$ cat config.mk
export PLATFORM = sky130hd
export DESIGN_NAME = cnp_comm_params
export DESIGN_NICKNAME = d
export VERILOG_FILES = /design/src/shared/cnp_pkg.sv /design/src/design/cnp_rx_chan.sv /design/src/design/cnp_comm_params.sv
export SDC_FILE = /design/constraint.sdc
export NUM_CORES = 1
export LEC_CHECK = 0
export BUFFER_PORTS_ARGS = -buffer_cell sky130_fd_sc_hd__buf_2
export CAP_MARGIN = 40
export CORE_ASPECT_RATIO = 0.9
export CORE_MARGIN = 2
export CORE_UTILIZATION = 55
export DETAILED_ROUTE_END_ITERATION = 8
export GPL_ROUTABILITY_DRIVEN = 1
export PLACE_DENSITY = 0.77
export SKIP_LAST_GASP = 1
export SLEW_MARGIN = 20
export SYNTH_ARGS = -nofsm -noshare
export SYNTH_HDL_FRONTEND = slang
export SYNTH_SLANG_ARGS = --single-unit
$ cat constraint.sdc
create_clock -name clk -period 4.4 [get_ports clk]
set_input_delay 0.22 -clock clk [delete_from_list [all_inputs] [get_ports clk]]
set_output_delay 0.22 -clock clk [all_outputs]
set_load 0.05 [all_outputs]
$ cat src/shared/cnp_pkg.sv
package cnp_pkg;

  // Clock and event-time base
  localparam int CLK_PERIOD_NS   = 4;
  localparam int EVENT_UNIT_NS   = 1000000;
  localparam int MS_CYCLES       = EVENT_UNIT_NS / CLK_PERIOD_NS;
  localparam int NUM_RXCH        = 3;

  // Object indices and sub-indices
  localparam logic [15:0] IDX_ERR_BEHAV   = 16'h1029;
  localparam logic [15:0] IDX_SDO_SRV     = 16'h1200;
  localparam logic [15:0] IDX_RXCH_BASE   = 16'h1400;
  localparam logic [7:0]  SUB_COUNT       = 8'h00;
  localparam logic [7:0]  SUB_ERR_REACT   = 8'h01;
  localparam logic [7:0]  SUB_SDO_REQ     = 8'h01;
  localparam logic [7:0]  SUB_SDO_RSP     = 8'h02;
  localparam logic [7:0]  SUB_RX_ID       = 8'h01;
  localparam logic [7:0]  SUB_RX_TTYPE    = 8'h02;
  localparam logic [7:0]  SUB_RX_INHIBIT  = 8'h03;
  localparam logic [7:0]  SUB_RX_EVTIME   = 8'h05;

  // Entry counts and values after reset
  localparam logic [7:0]  ERR_ENTRY_COUNT  = 8'h01;
  localparam logic [7:0]  SDO_ENTRY_COUNT  = 8'h02;
  localparam logic [7:0]  RXCH_ENTRY_COUNT = 8'h02;
  localparam logic [7:0]  ERR_REACT_RST    = 8'h00;
  localparam logic [10:0] SDO_REQ_BASE     = 11'h600;
  localparam logic [10:0] SDO_RSP_BASE     = 11'h580;
  localparam logic [10:0] RXCH_ID_BASE [NUM_RXCH] = '{11'h200, 11'h300, 11'h400};
  localparam logic [NUM_RXCH-1:0] RXCH_INVALID_RST = 3'h6;
  localparam logic [7:0]  TTYPE_RST        = 8'hFF;
  localparam logic [15:0] INHIBIT_RST      = 16'h0000;
  localparam logic [15:0] EVTIME_RST       = 16'h0000;

  // Field meanings
  localparam int          ID_VALID_BIT     = 31;
  localparam int          ID_FRAME_BIT     = 29;
  localparam logic [7:0]  TTYPE_SYNC_MAX   = 8'hF0;
  localparam logic [7:0]  TTYPE_EVT_MIN    = 8'hFE;
  localparam logic [7:0]  REACT_PREOP      = 8'h00;
  localparam logic [7:0]  REACT_NONE       = 8'h01;
  localparam logic [7:0]  REACT_STOP       = 8'h02;
  localparam logic [15:0] FAULT_CODE_RX1   = 16'h202A;

  // Abort codes
  localparam logic [31:0] ABORT_READ_ONLY  = 32'h06010002;
  localparam logic [31:0] ABORT_NO_OBJECT  = 32'h06020000;
  localparam logic [31:0] ABORT_NO_SUB     = 32'h06090011;
  localparam logic [31:0] ABORT_BAD_VALUE  = 32'h06090030;

  typedef enum logic [1:0] {
    CNP_PREOP   = 2'b00,
    CNP_OPER    = 2'b01,
    CNP_STOPPED = 2'b10
  } cnp_nmt_t;

  typedef struct packed {
    logic        wr;
    logic [15:0] index;
    logic [7:0]  sub;
    logic [31:0] wdata;
  } cnp_od_req_t;

  typedef struct packed {
    logic        ack;
    logic        abort;
    logic [31:0] abort_code;
    logic [31:0] rdata;
  } cnp_od_rsp_t;

  typedef struct packed {
    logic busoff;
    logic guarding;
    logic heartbeat;
    logic sync_loss;
    logic rx_length;
  } cnp_faults_t;

  typedef struct packed {
    logic        invalid;
    logic [10:0] rx_channel_identifier;
    logic [7:0]  ttype;
    logic [15:0] inhibit;
    logic [15:0] evtime;
  } cnp_chan_cfg_t;

  // Identifier word: frame bit, bit 30 and bits 11..28 always zero
  function automatic logic [31:0] cnp_id_word(input logic invalid, input logic [10:0] id);
    cnp_id_word = {invalid, 1'h0, 1'h0, 18'h00000, id};
  endfunction

endpackage

$ cat src/design/cnp_rx_chan.sv
`timescale 1ns/10ps
module cnp_rx_chan (
  input  wire logic                   clk,
  input  wire logic                   rstn,
  input  wire cnp_pkg::cnp_chan_cfg_t cfg,
  input  wire logic                   run,
  input  wire logic                   tick,
  input  wire logic                   frame_valid,
  input  wire logic [10:0]            frame_id,
  input  wire logic                   sync_pulse,
  output logic                        apply_ff,
  output logic                        timeout_ff
);
  import cnp_pkg::*;

  logic        hit;
  logic        evt_mode;
  logic        sync_mode;
  logic        monitor;
  logic        pend_ff;
  logic        nxt_pend;
  logic        nxt_apply;
  logic [15:0] ms_cnt_ff;
  logic [15:0] nxt_ms_cnt;
  logic        expired_ff;
  logic        nxt_expired;
  logic        nxt_timeout;

  always_comb begin
    hit       = frame_valid && !cfg.invalid && (frame_id == cfg.rx_channel_identifier);
    evt_mode  = cfg.ttype >= TTYPE_EVT_MIN;
    sync_mode = cfg.ttype <= TTYPE_SYNC_MAX;
    // Event time zero means no monitoring
    monitor   = run && !cfg.invalid && (cfg.evtime != EVTIME_RST);
    nxt_apply = (hit && evt_mode) || (sync_pulse && pend_ff && sync_mode);
    // A frame in the SYNC cycle waits for the next SYNC
    nxt_pend  = sync_mode && (hit || (pend_ff && !sync_pulse));
    nxt_ms_cnt  = ms_cnt_ff;
    nxt_expired = expired_ff;
    nxt_timeout = 1'h0;
    if (!monitor || hit) begin
      nxt_ms_cnt  = 16'h0000;
      nxt_expired = 1'h0;
    end else if (tick && !expired_ff) begin
      nxt_ms_cnt = ms_cnt_ff + 16'h0001;
      if (nxt_ms_cnt >= cfg.evtime) begin
        nxt_expired = 1'h1;
        nxt_timeout = 1'h1;
      end
    end
  end

  always_ff @(posedge clk or negedge rstn) begin
    if (!rstn) begin
      pend_ff    <= 1'h0;
      apply_ff   <= 1'h0;
      ms_cnt_ff  <= 16'h0000;
      expired_ff <= 1'h0;
      timeout_ff <= 1'h0;
    end else begin
      pend_ff    <= nxt_pend;
      apply_ff   <= nxt_apply;
      ms_cnt_ff  <= nxt_ms_cnt;
      expired_ff <= nxt_expired;
      timeout_ff <= nxt_timeout;
    end
  end
endmodule

$ cat src/design/cnp_comm_params.sv
`timescale 1ns/10ps
// Overview of operation
// - Code 0: Operational drops to Pre-Operational
// - Code 1: fault leaves state unchanged
// - Code 2: fault forces Stopped state
// - Bus-off, guarding, heartbeat, SYNC, length trigger reaction
// - SDO request identifier is 1536 plus address
// - SDO response identifier is 1408 plus address
// - SDO identifiers read-only, derived from address
// - SDO words read valid and 11-bit format
// - Identifier in low eleven bits, bits 11..30 zero
// - Channel identifiers default 0x200/0x300/0x400 plus node
// - Only identifier, type, event time act
// - Channel identifier writes are accepted unless bit 29 is set
// - Transmission type defaults to 255
// - Top identifier bit set disables the channel
// - Types 254/255 per frame; up to 240 per SYNC
// - Missing frame within event time raises fault
// - Inhibit time stored, no effect
module cnp_comm_params #(
  parameter int TICK_CYCLES = cnp_pkg::MS_CYCLES
) (
  input  wire logic                         clk,
  input  wire logic                         rstn,
  input  wire logic [6:0]                   node_addr,
  input  wire logic                         od_req_valid,
  input  wire cnp_pkg::cnp_od_req_t         od_req,
  output cnp_pkg::cnp_od_rsp_t              od_rsp_ff,
  input  wire logic                         nmt_cmd_valid,
  input  wire cnp_pkg::cnp_nmt_t            nmt_cmd,
  input  wire cnp_pkg::cnp_faults_t         comm_fault,
  input  wire logic                         rx_frame_valid,
  input  wire logic [10:0]                  rx_frame_id,
  input  wire logic                         sync_pulse,
  output cnp_pkg::cnp_nmt_t                 nmt_state_ff,
  output logic [cnp_pkg::NUM_RXCH-1:0]      rx_apply_ff,
  output logic [cnp_pkg::NUM_RXCH-1:0]      rx_timeout_ff,
  output logic                              fault_strobe_ff,
  output logic [15:0]                       fault_code_ff
);
  import cnp_pkg::*;

  localparam int TICK_W = $clog2(TICK_CYCLES);

  // Millisecond prescaler shared by all channels
  logic [TICK_W-1:0] tick_cnt_ff;
  logic [TICK_W-1:0] nxt_tick_cnt;
  logic              tick_ff;
  logic              nxt_tick;

  always_comb begin
    nxt_tick     = 1'h0;
    nxt_tick_cnt = tick_cnt_ff + {{(TICK_W-1){1'h0}}, 1'h1};
    if (tick_cnt_ff == TICK_W'(TICK_CYCLES - 1)) begin
      nxt_tick_cnt = '0;
      nxt_tick     = 1'h1;
    end
  end

  always_ff @(posedge clk or negedge rstn) begin
    if (!rstn) begin
      tick_cnt_ff <= '0;
      tick_ff     <= 1'h0;
    end else begin
      tick_cnt_ff <= nxt_tick_cnt;
      tick_ff     <= nxt_tick;
    end
  end

  // Object dictionary state. Address-dependent defaults cannot be loaded
  // under async reset, so they are loaded on the first edge after release.
  logic                           init_done_ff;
  logic [7:0]                     err_react_ff;
  logic [7:0]                     nxt_err_react;
  cnp_chan_cfg_t [NUM_RXCH-1:0]   chan_ff;
  cnp_chan_cfg_t [NUM_RXCH-1:0]   nxt_chan;
  cnp_od_rsp_t                    nxt_rsp;
  logic [15:0]                    rx_off;
  logic                           is_rxch;
  logic [1:0]                     rx_sel;
  logic [10:0]                    sdo_req_id;
  logic [10:0]                    sdo_rsp_id;

  always_comb begin
    sdo_req_id    = SDO_REQ_BASE + {4'h0, node_addr};
    sdo_rsp_id    = SDO_RSP_BASE + {4'h0, node_addr};
    rx_off        = od_req.index - IDX_RXCH_BASE;
    is_rxch       = rx_off < 16'(NUM_RXCH);
    rx_sel        = rx_off[1:0];
    nxt_err_react = err_react_ff;
    nxt_chan      = chan_ff;
    nxt_rsp       = '0;
    if (!init_done_ff) begin
      for (int ch = 0; ch < NUM_RXCH; ch++) begin
        nxt_chan[ch].invalid = RXCH_INVALID_RST[ch];
        nxt_chan[ch].rx_channel_identifier  = RXCH_ID_BASE[ch] + {4'h0, node_addr};
        nxt_chan[ch].ttype   = TTYPE_RST;
        nxt_chan[ch].inhibit = INHIBIT_RST;
        nxt_chan[ch].evtime  = EVTIME_RST;
      end
    end else if (od_req_valid) begin
      nxt_rsp.ack = 1'h1;
      case (od_req.index)
        IDX_ERR_BEHAV: begin
          if (od_req.sub == SUB_COUNT) begin
            if (od_req.wr) begin
              nxt_rsp.abort      = 1'h1;
              nxt_rsp.abort_code = ABORT_READ_ONLY;
            end else begin
              nxt_rsp.rdata = {24'h000000, ERR_ENTRY_COUNT};
            end
          end else if (od_req.sub == SUB_ERR_REACT) begin
            if (!od_req.wr) begin
              nxt_rsp.rdata = {24'h000000, err_react_ff};
            end else if (od_req.wdata[7:0] > REACT_STOP) begin
              nxt_rsp.abort      = 1'h1;
              nxt_rsp.abort_code = ABORT_BAD_VALUE;
            end else begin
              nxt_err_react = od_req.wdata[7:0];
            end
          end else begin
            nxt_rsp.abort      = 1'h1;
            nxt_rsp.abort_code = ABORT_NO_SUB;
          end
        end
        IDX_SDO_SRV: begin
          if (od_req.sub > SDO_ENTRY_COUNT) begin
            nxt_rsp.abort      = 1'h1;
            nxt_rsp.abort_code = ABORT_NO_SUB;
          end else if (od_req.wr) begin
            nxt_rsp.abort      = 1'h1;
            nxt_rsp.abort_code = ABORT_READ_ONLY;
          end else if (od_req.sub == SUB_SDO_REQ) begin
            nxt_rsp.rdata = cnp_id_word(1'h0, sdo_req_id);
          end else if (od_req.sub == SUB_SDO_RSP) begin
            nxt_rsp.rdata = cnp_id_word(1'h0, sdo_rsp_id);
          end else begin
            nxt_rsp.rdata = {24'h000000, SDO_ENTRY_COUNT};
          end
        end
        default: begin
          if (!is_rxch) begin
            nxt_rsp.abort      = 1'h1;
            nxt_rsp.abort_code = ABORT_NO_OBJECT;
          end else begin
            case (od_req.sub)
              SUB_COUNT: begin
                if (od_req.wr) begin
                  nxt_rsp.abort      = 1'h1;
                  nxt_rsp.abort_code = ABORT_READ_ONLY;
                end else begin
                  nxt_rsp.rdata = {24'h000000, RXCH_ENTRY_COUNT};
                end
              end
              SUB_RX_ID: begin
                if (!od_req.wr) begin
                  nxt_rsp.rdata = cnp_id_word(chan_ff[rx_sel].invalid, chan_ff[rx_sel].rx_channel_identifier);
                end else if (od_req.wdata[ID_FRAME_BIT]) begin
                  nxt_rsp.abort      = 1'h1;
                  nxt_rsp.abort_code = ABORT_BAD_VALUE;
                end else begin
                  nxt_chan[rx_sel].invalid = od_req.wdata[ID_VALID_BIT];
                  nxt_chan[rx_sel].rx_channel_identifier  = od_req.wdata[10:0];
                end
              end
              SUB_RX_TTYPE: begin
                if (!od_req.wr) begin
                  nxt_rsp.rdata = {24'h000000, chan_ff[rx_sel].ttype};
                end else if (od_req.wdata[7:0] > TTYPE_SYNC_MAX && od_req.wdata[7:0] < TTYPE_EVT_MIN) begin
                  nxt_rsp.abort      = 1'h1;
                  nxt_rsp.abort_code = ABORT_BAD_VALUE;
                end else begin
                  nxt_chan[rx_sel].ttype = od_req.wdata[7:0];
                end
              end
              SUB_RX_INHIBIT: begin
                if (od_req.wr) begin
                  nxt_chan[rx_sel].inhibit = od_req.wdata[15:0];
                end else begin
                  nxt_rsp.rdata = {16'h0000, chan_ff[rx_sel].inhibit};
                end
              end
              SUB_RX_EVTIME: begin
                if (od_req.wr) begin
                  nxt_chan[rx_sel].evtime = od_req.wdata[15:0];
                end else begin
                  nxt_rsp.rdata = {16'h0000, chan_ff[rx_sel].evtime};
                end
              end
              default: begin
                nxt_rsp.abort      = 1'h1;
                nxt_rsp.abort_code = ABORT_NO_SUB;
              end
            endcase
          end
        end
      endcase
    end
  end

  always_ff @(posedge clk or negedge rstn) begin
    if (!rstn) begin
      init_done_ff <= 1'h0;
      err_react_ff <= ERR_REACT_RST;
      chan_ff      <= '0;
      od_rsp_ff    <= '0;
    end else begin
      init_done_ff <= 1'h1;
      err_react_ff <= nxt_err_react;
      chan_ff      <= nxt_chan;
      od_rsp_ff    <= nxt_rsp;
    end
  end

  // Network-management state; a fault beats a master command in the same cycle
  logic     any_fault;
  cnp_nmt_t nxt_nmt;

  always_comb begin
    any_fault = |comm_fault;
    nxt_nmt   = nmt_state_ff;
    if (any_fault) begin
      case (err_react_ff)
        REACT_PREOP: begin
          if (nmt_state_ff == CNP_OPER) begin
            nxt_nmt = CNP_PREOP;
          end
        end
        REACT_NONE: begin
          nxt_nmt = nmt_state_ff;
        end
        REACT_STOP: begin
          nxt_nmt = CNP_STOPPED;
        end
        default: begin
          nxt_nmt = nmt_state_ff;
        end
      endcase
    end else if (nmt_cmd_valid) begin
      nxt_nmt = nmt_cmd;
    end
  end

  always_ff @(posedge clk or negedge rstn) begin
    if (!rstn) begin
      nmt_state_ff <= CNP_PREOP;
    end else begin
      nmt_state_ff <= nxt_nmt;
    end
  end

  // Receive channels; the whole channel entry reaches them, inhibit time unused
  for (genvar g = 0; g < NUM_RXCH; g++) begin : g_chan
    cnp_rx_chan u_chan (
      .clk         (clk),
      .rstn        (rstn),
      .cfg         (chan_ff[g]),
      .run         (init_done_ff && (nmt_state_ff == CNP_OPER)),
      .tick        (tick_ff),
      .frame_valid (rx_frame_valid),
      .frame_id    (rx_frame_id),
      .sync_pulse  (sync_pulse),
      .apply_ff    (rx_apply_ff[g]),
      .timeout_ff  (rx_timeout_ff[g])
    );
  end

  // Fault code report; lowest channel wins if several expire together
  logic        nxt_fault_strobe;
  logic [15:0] nxt_fault_code;

  always_comb begin
    nxt_fault_strobe = 1'h0;
    nxt_fault_code   = fault_code_ff;
    for (int ch = NUM_RXCH - 1; ch >= 0; ch--) begin
      if (rx_timeout_ff[ch]) begin
        nxt_fault_strobe = 1'h1;
        nxt_fault_code   = FAULT_CODE_RX1 + 16'(ch);
      end
    end
  end

  always_ff @(posedge clk or negedge rstn) begin
    if (!rstn) begin
      fault_strobe_ff <= 1'h0;
      fault_code_ff   <= 16'h0000;
    end else begin
      fault_strobe_ff <= nxt_fault_strobe;
      fault_code_ff   <= nxt_fault_code;
    end
  end
endmodule

==> run metrics <==
overflow left after global routing 0; kind of start point of the critical path flip-flop; CTS H-tree depth 1; Setup TNS Final 0 ns; area occupied by multi-input gates 0.00807 mm²; # nets final 1892; highest layer used for signal routing met4; Post-synth EDFFs 0; final routed wire length divided by cell count 22.0 µm; commonest cells in the netlist sky130_fd_sc_hd__dfrtp_1, sky130_fd_sc_hd__nor2_1, sky130_fd_sc_hd__nand2_1; Cells after Synth 1647; post-synthesis register bit count 276; ratio of final minimum period to clock period 75.8%; worst-case hold slack 0.0596 ns; met1 layer wirelength in the final routing 19.5 mm; register area share after synthesis 43.6%; sum of net half-perimeters after detailed placement 33.7 mm; Clock Tree Buf Depth 3; leakage power of the design 8.09 nW; DIE AREA 0.0302 mm²; starting density of the core 56.3%; post-synthesis cell area 0.0159 mm²; fin cells 2134; setup repair after global routing missed its margin false; FF+latch area 0.00691 mm²; Worst Clk Skew 0.0269 ns; FILL cells 2354; clock latency on the worst-skew pair 0.58 ns; largest cells by area after synthesis sky130_fd_sc_hd__dfrtp_1, sky130_fd_sc_hd__xor2_1, sky130_fd_sc_hd__ha_1; wire length on met3 5.31 mm; setup violators final 0; clock-pin slew on the worst setup and hold paths 0.07 ns; count of cell types in the netlist 78; overall global routing resource usage 31.1%; Max-Cap Viols 0; fin area 0.0178 mm²; CP arrival 3.79 ns; total design power 5.65 mW; die width 183 µm; detailed-routed wire length on met2 20.3 mm; fraction of layout instances using a drive strength above 1 13.0%; setup bufs post-CTS 0; crit-path max FO 6; Worst slew margin 41.3%; post-layout utilization of the core 63.1%; Fmax 0.300 GHz; initial antenna violation count 1; hold crit path type input port to flip-flop; drt initial violations 1346; Primary FF master, synth sky130_fd_sc_hd__dfrtp_1; Tightest Pin Transition 0.881 ns; share of the synthesized area in the top cell type 43.6%; port bufs 116; warnings from Yosys 0; average cell area after synthesis 9.63 µm²; synth-to-layout area growth 12.1%; Antenna Nets Post-Route 0; number of rows in the core area 58; Vias 13400; post-placement cell area 0.0165 mm²; root buffer selected by CTS sky130_fd_sc_hd__clkbuf_16; worst path setup slack after routing 1.07 ns; wire length of the first global-routing pass 73.0 mm; worst slack after detailed placement 1.08 ns; antenna diode count 0; most area-hungry cell type in the Yosys netlist sky130_fd_sc_hd__dfrtp_1; result of the run finished clean; router iterations before antenna repair 7; total wirelength of the detailed-routed design 46.8 mm; required time worst endpoint 4.85 ns; residual DRC count 0; cell with the most instances after synthesis sky130_fd_sc_hd__dfrtp_1; CTS tree built; via count of the first global-routing pass 13100; share of synthesized flip-flops with an asynchronous set or reset 100%; max-slew violation total from the final report 0; RePlAce Congestion 0.986; count of boundary I/O pins 179; worst setup path class flip-flop to flip-flop; Die Y-Extent 165 µm; count of final hold-check violations 0; largest vdd supply drop 0.276 mV; fin crit period 3.33 ns; clock buffer count from CTS 30; maximum number of pins on one net before global-route repair 112; Placed Cells incl. Taps 2052; category of the worst setup path capture point flip-flop; power density over the cells 318 mW/mm²; DR vias/cell 6.29; count of clock tree sinks 276; Core ar. 0.0282 mm²
## path summary, 6_finish.rpt
| kind | startpoint | to | slack, ns | cells past startpoint |
|---|---|---|---|---|
| min | od_req[0] | err_react_ff[0] | 0.06 | 2 |
| max in group asynchronous | rstn | chan_ff[7] | 2.95 | 3 |
| min reg2reg | chan_ff[26] | chan_ff[26] | 0.49 | 1 |
| min in group asynchronous | rstn | od_rsp_ff[7] | 0.30 | 2 |
| max reg2reg | g_chan[0].u_chan.ms_cnt_ff[0] | g_chan[0].u_chan.timeout_ff | 1.07 | 11 |
| max | g_chan[0].u_chan.ms_cnt_ff[0] | g_chan[0].u_chan.timeout_ff | 1.07 | 11 |
## state kept, by name, indices dropped and copies added, names as in the netlist
| register | flops |
|---|---|
| g_chan.u_chan.timeout_ff | 3 |
| g_chan.u_chan.expired_ff | 3 |
| nmt_state_ff | 2 |
| tick_cnt_ff | 18 |
| tick_ff | 1 |
| init_done_ff | 1 |
| g_chan.u_chan.apply_ff | 3 |
| g_chan.u_chan.pend_ff | 3 |
| chan_ff | 156 |
| g_chan.u_chan.ms_cnt_ff | 48 |
| fault_code_ff | 4 |
| err_react_ff | 8 |
| fault_strobe_ff | 1 |
| od_rsp_ff | 25 |
## kinds of logic after synthesis
family / after synthesis / share of synthesized area, %
AO/OA/AOI/OAI: 385 / 17.9
XOR/XNOR: 133 / 7.35
adder cells (fa/ha/maj): 52 / 4.10
buffers and inverters: 218 / 6.76
flip-flops: 276 / 43.6
multiplexers: 67 / 4.24
other: 2 / 0.0474
AND/OR/NAND/NOR: 514 / 16.0
## routing by layer
layer  track usage [%]  up-vias
met5                 0        -
met4              11.5        0
met3              9.04      134
met2              46.8      717
met1              43.0     6529
li1                  -     6045
## layout by cell type, fill, tap and decap left out, drive strengths merged, types with 11 or more instances in the layout
| master | count |
|---|---|
| nand3 | 48 |
| nand2b | 17 |
| conb | 49 |
| clkbuf | 39 |
| inv | 76 |
| and3 | 13 |
| o21ai | 61 |
| a22oi | 11 |
| a211oi | 15 |
| a21oi | 72 |
| dfrtp | 276 |
| o22ai | 17 |
| a32o | 12 |
| dlygate4sd3 | 22 |
| nand4 | 29 |
| and2 | 20 |
| nor2b | 22 |
| nor3 | 40 |
| clkinv | 11 |
| nor2 | 143 |
| a22o | 71 |
| nand2 | 124 |
| ha | 52 |
| xor2 | 75 |
| mux2i | 65 |
| buf | 146 |
| nor4 | 29 |
| o2bb2ai | 22 |
| xnor2 | 58 |
| a221o | 13 |
## power breakdown
group	total, mW	internal, mW	switching (mW)
sequential	2.59	2.56	0.0244
clock	2.53	1.46	1.08
combinational	0.529	0.131	0.398
total	5.65	4.15	1.50
## critical path, cell delays in order, from the launching register on
cell and delay, ns:
sky130_fd_sc_hd__dfrtp_1 0.44, sky130_fd_sc_hd__ha_1 0.24, sky130_fd_sc_hd__nand3_1 0.16, sky130_fd_sc_hd__nor3_1 0.41, sky130_fd_sc_hd__and3_1 0.34, sky130_fd_sc_hd__xor2_1 0.18
sky130_fd_sc_hd__ha_1 0.26, sky130_fd_sc_hd__a21o_1 0.18, sky130_fd_sc_hd__a2111oi_0 0.37, sky130_fd_sc_hd__o21ai_0 0.20, sky130_fd_sc_hd__a221oi_1 0.33, sky130_fd_sc_hd__nor3_1 0.10
## area by class of cell
type,count,area share [%]
inverters,75,1.58
repair buffers,169,6.03
clock inverters,16,0.908
flip-flops and latches,276,38.9
multi-input cells,1200,45.4
clock buffers,38,4.67
well taps,360,2.53
## repair_timing
action,in CTS,in global routing
endpoints found under the hold margin,142,0
hold buffers,22,0
gates resized for setup,0,0
endpoints found under the setup margin,0,0
(Power assumes the default switching activity.)
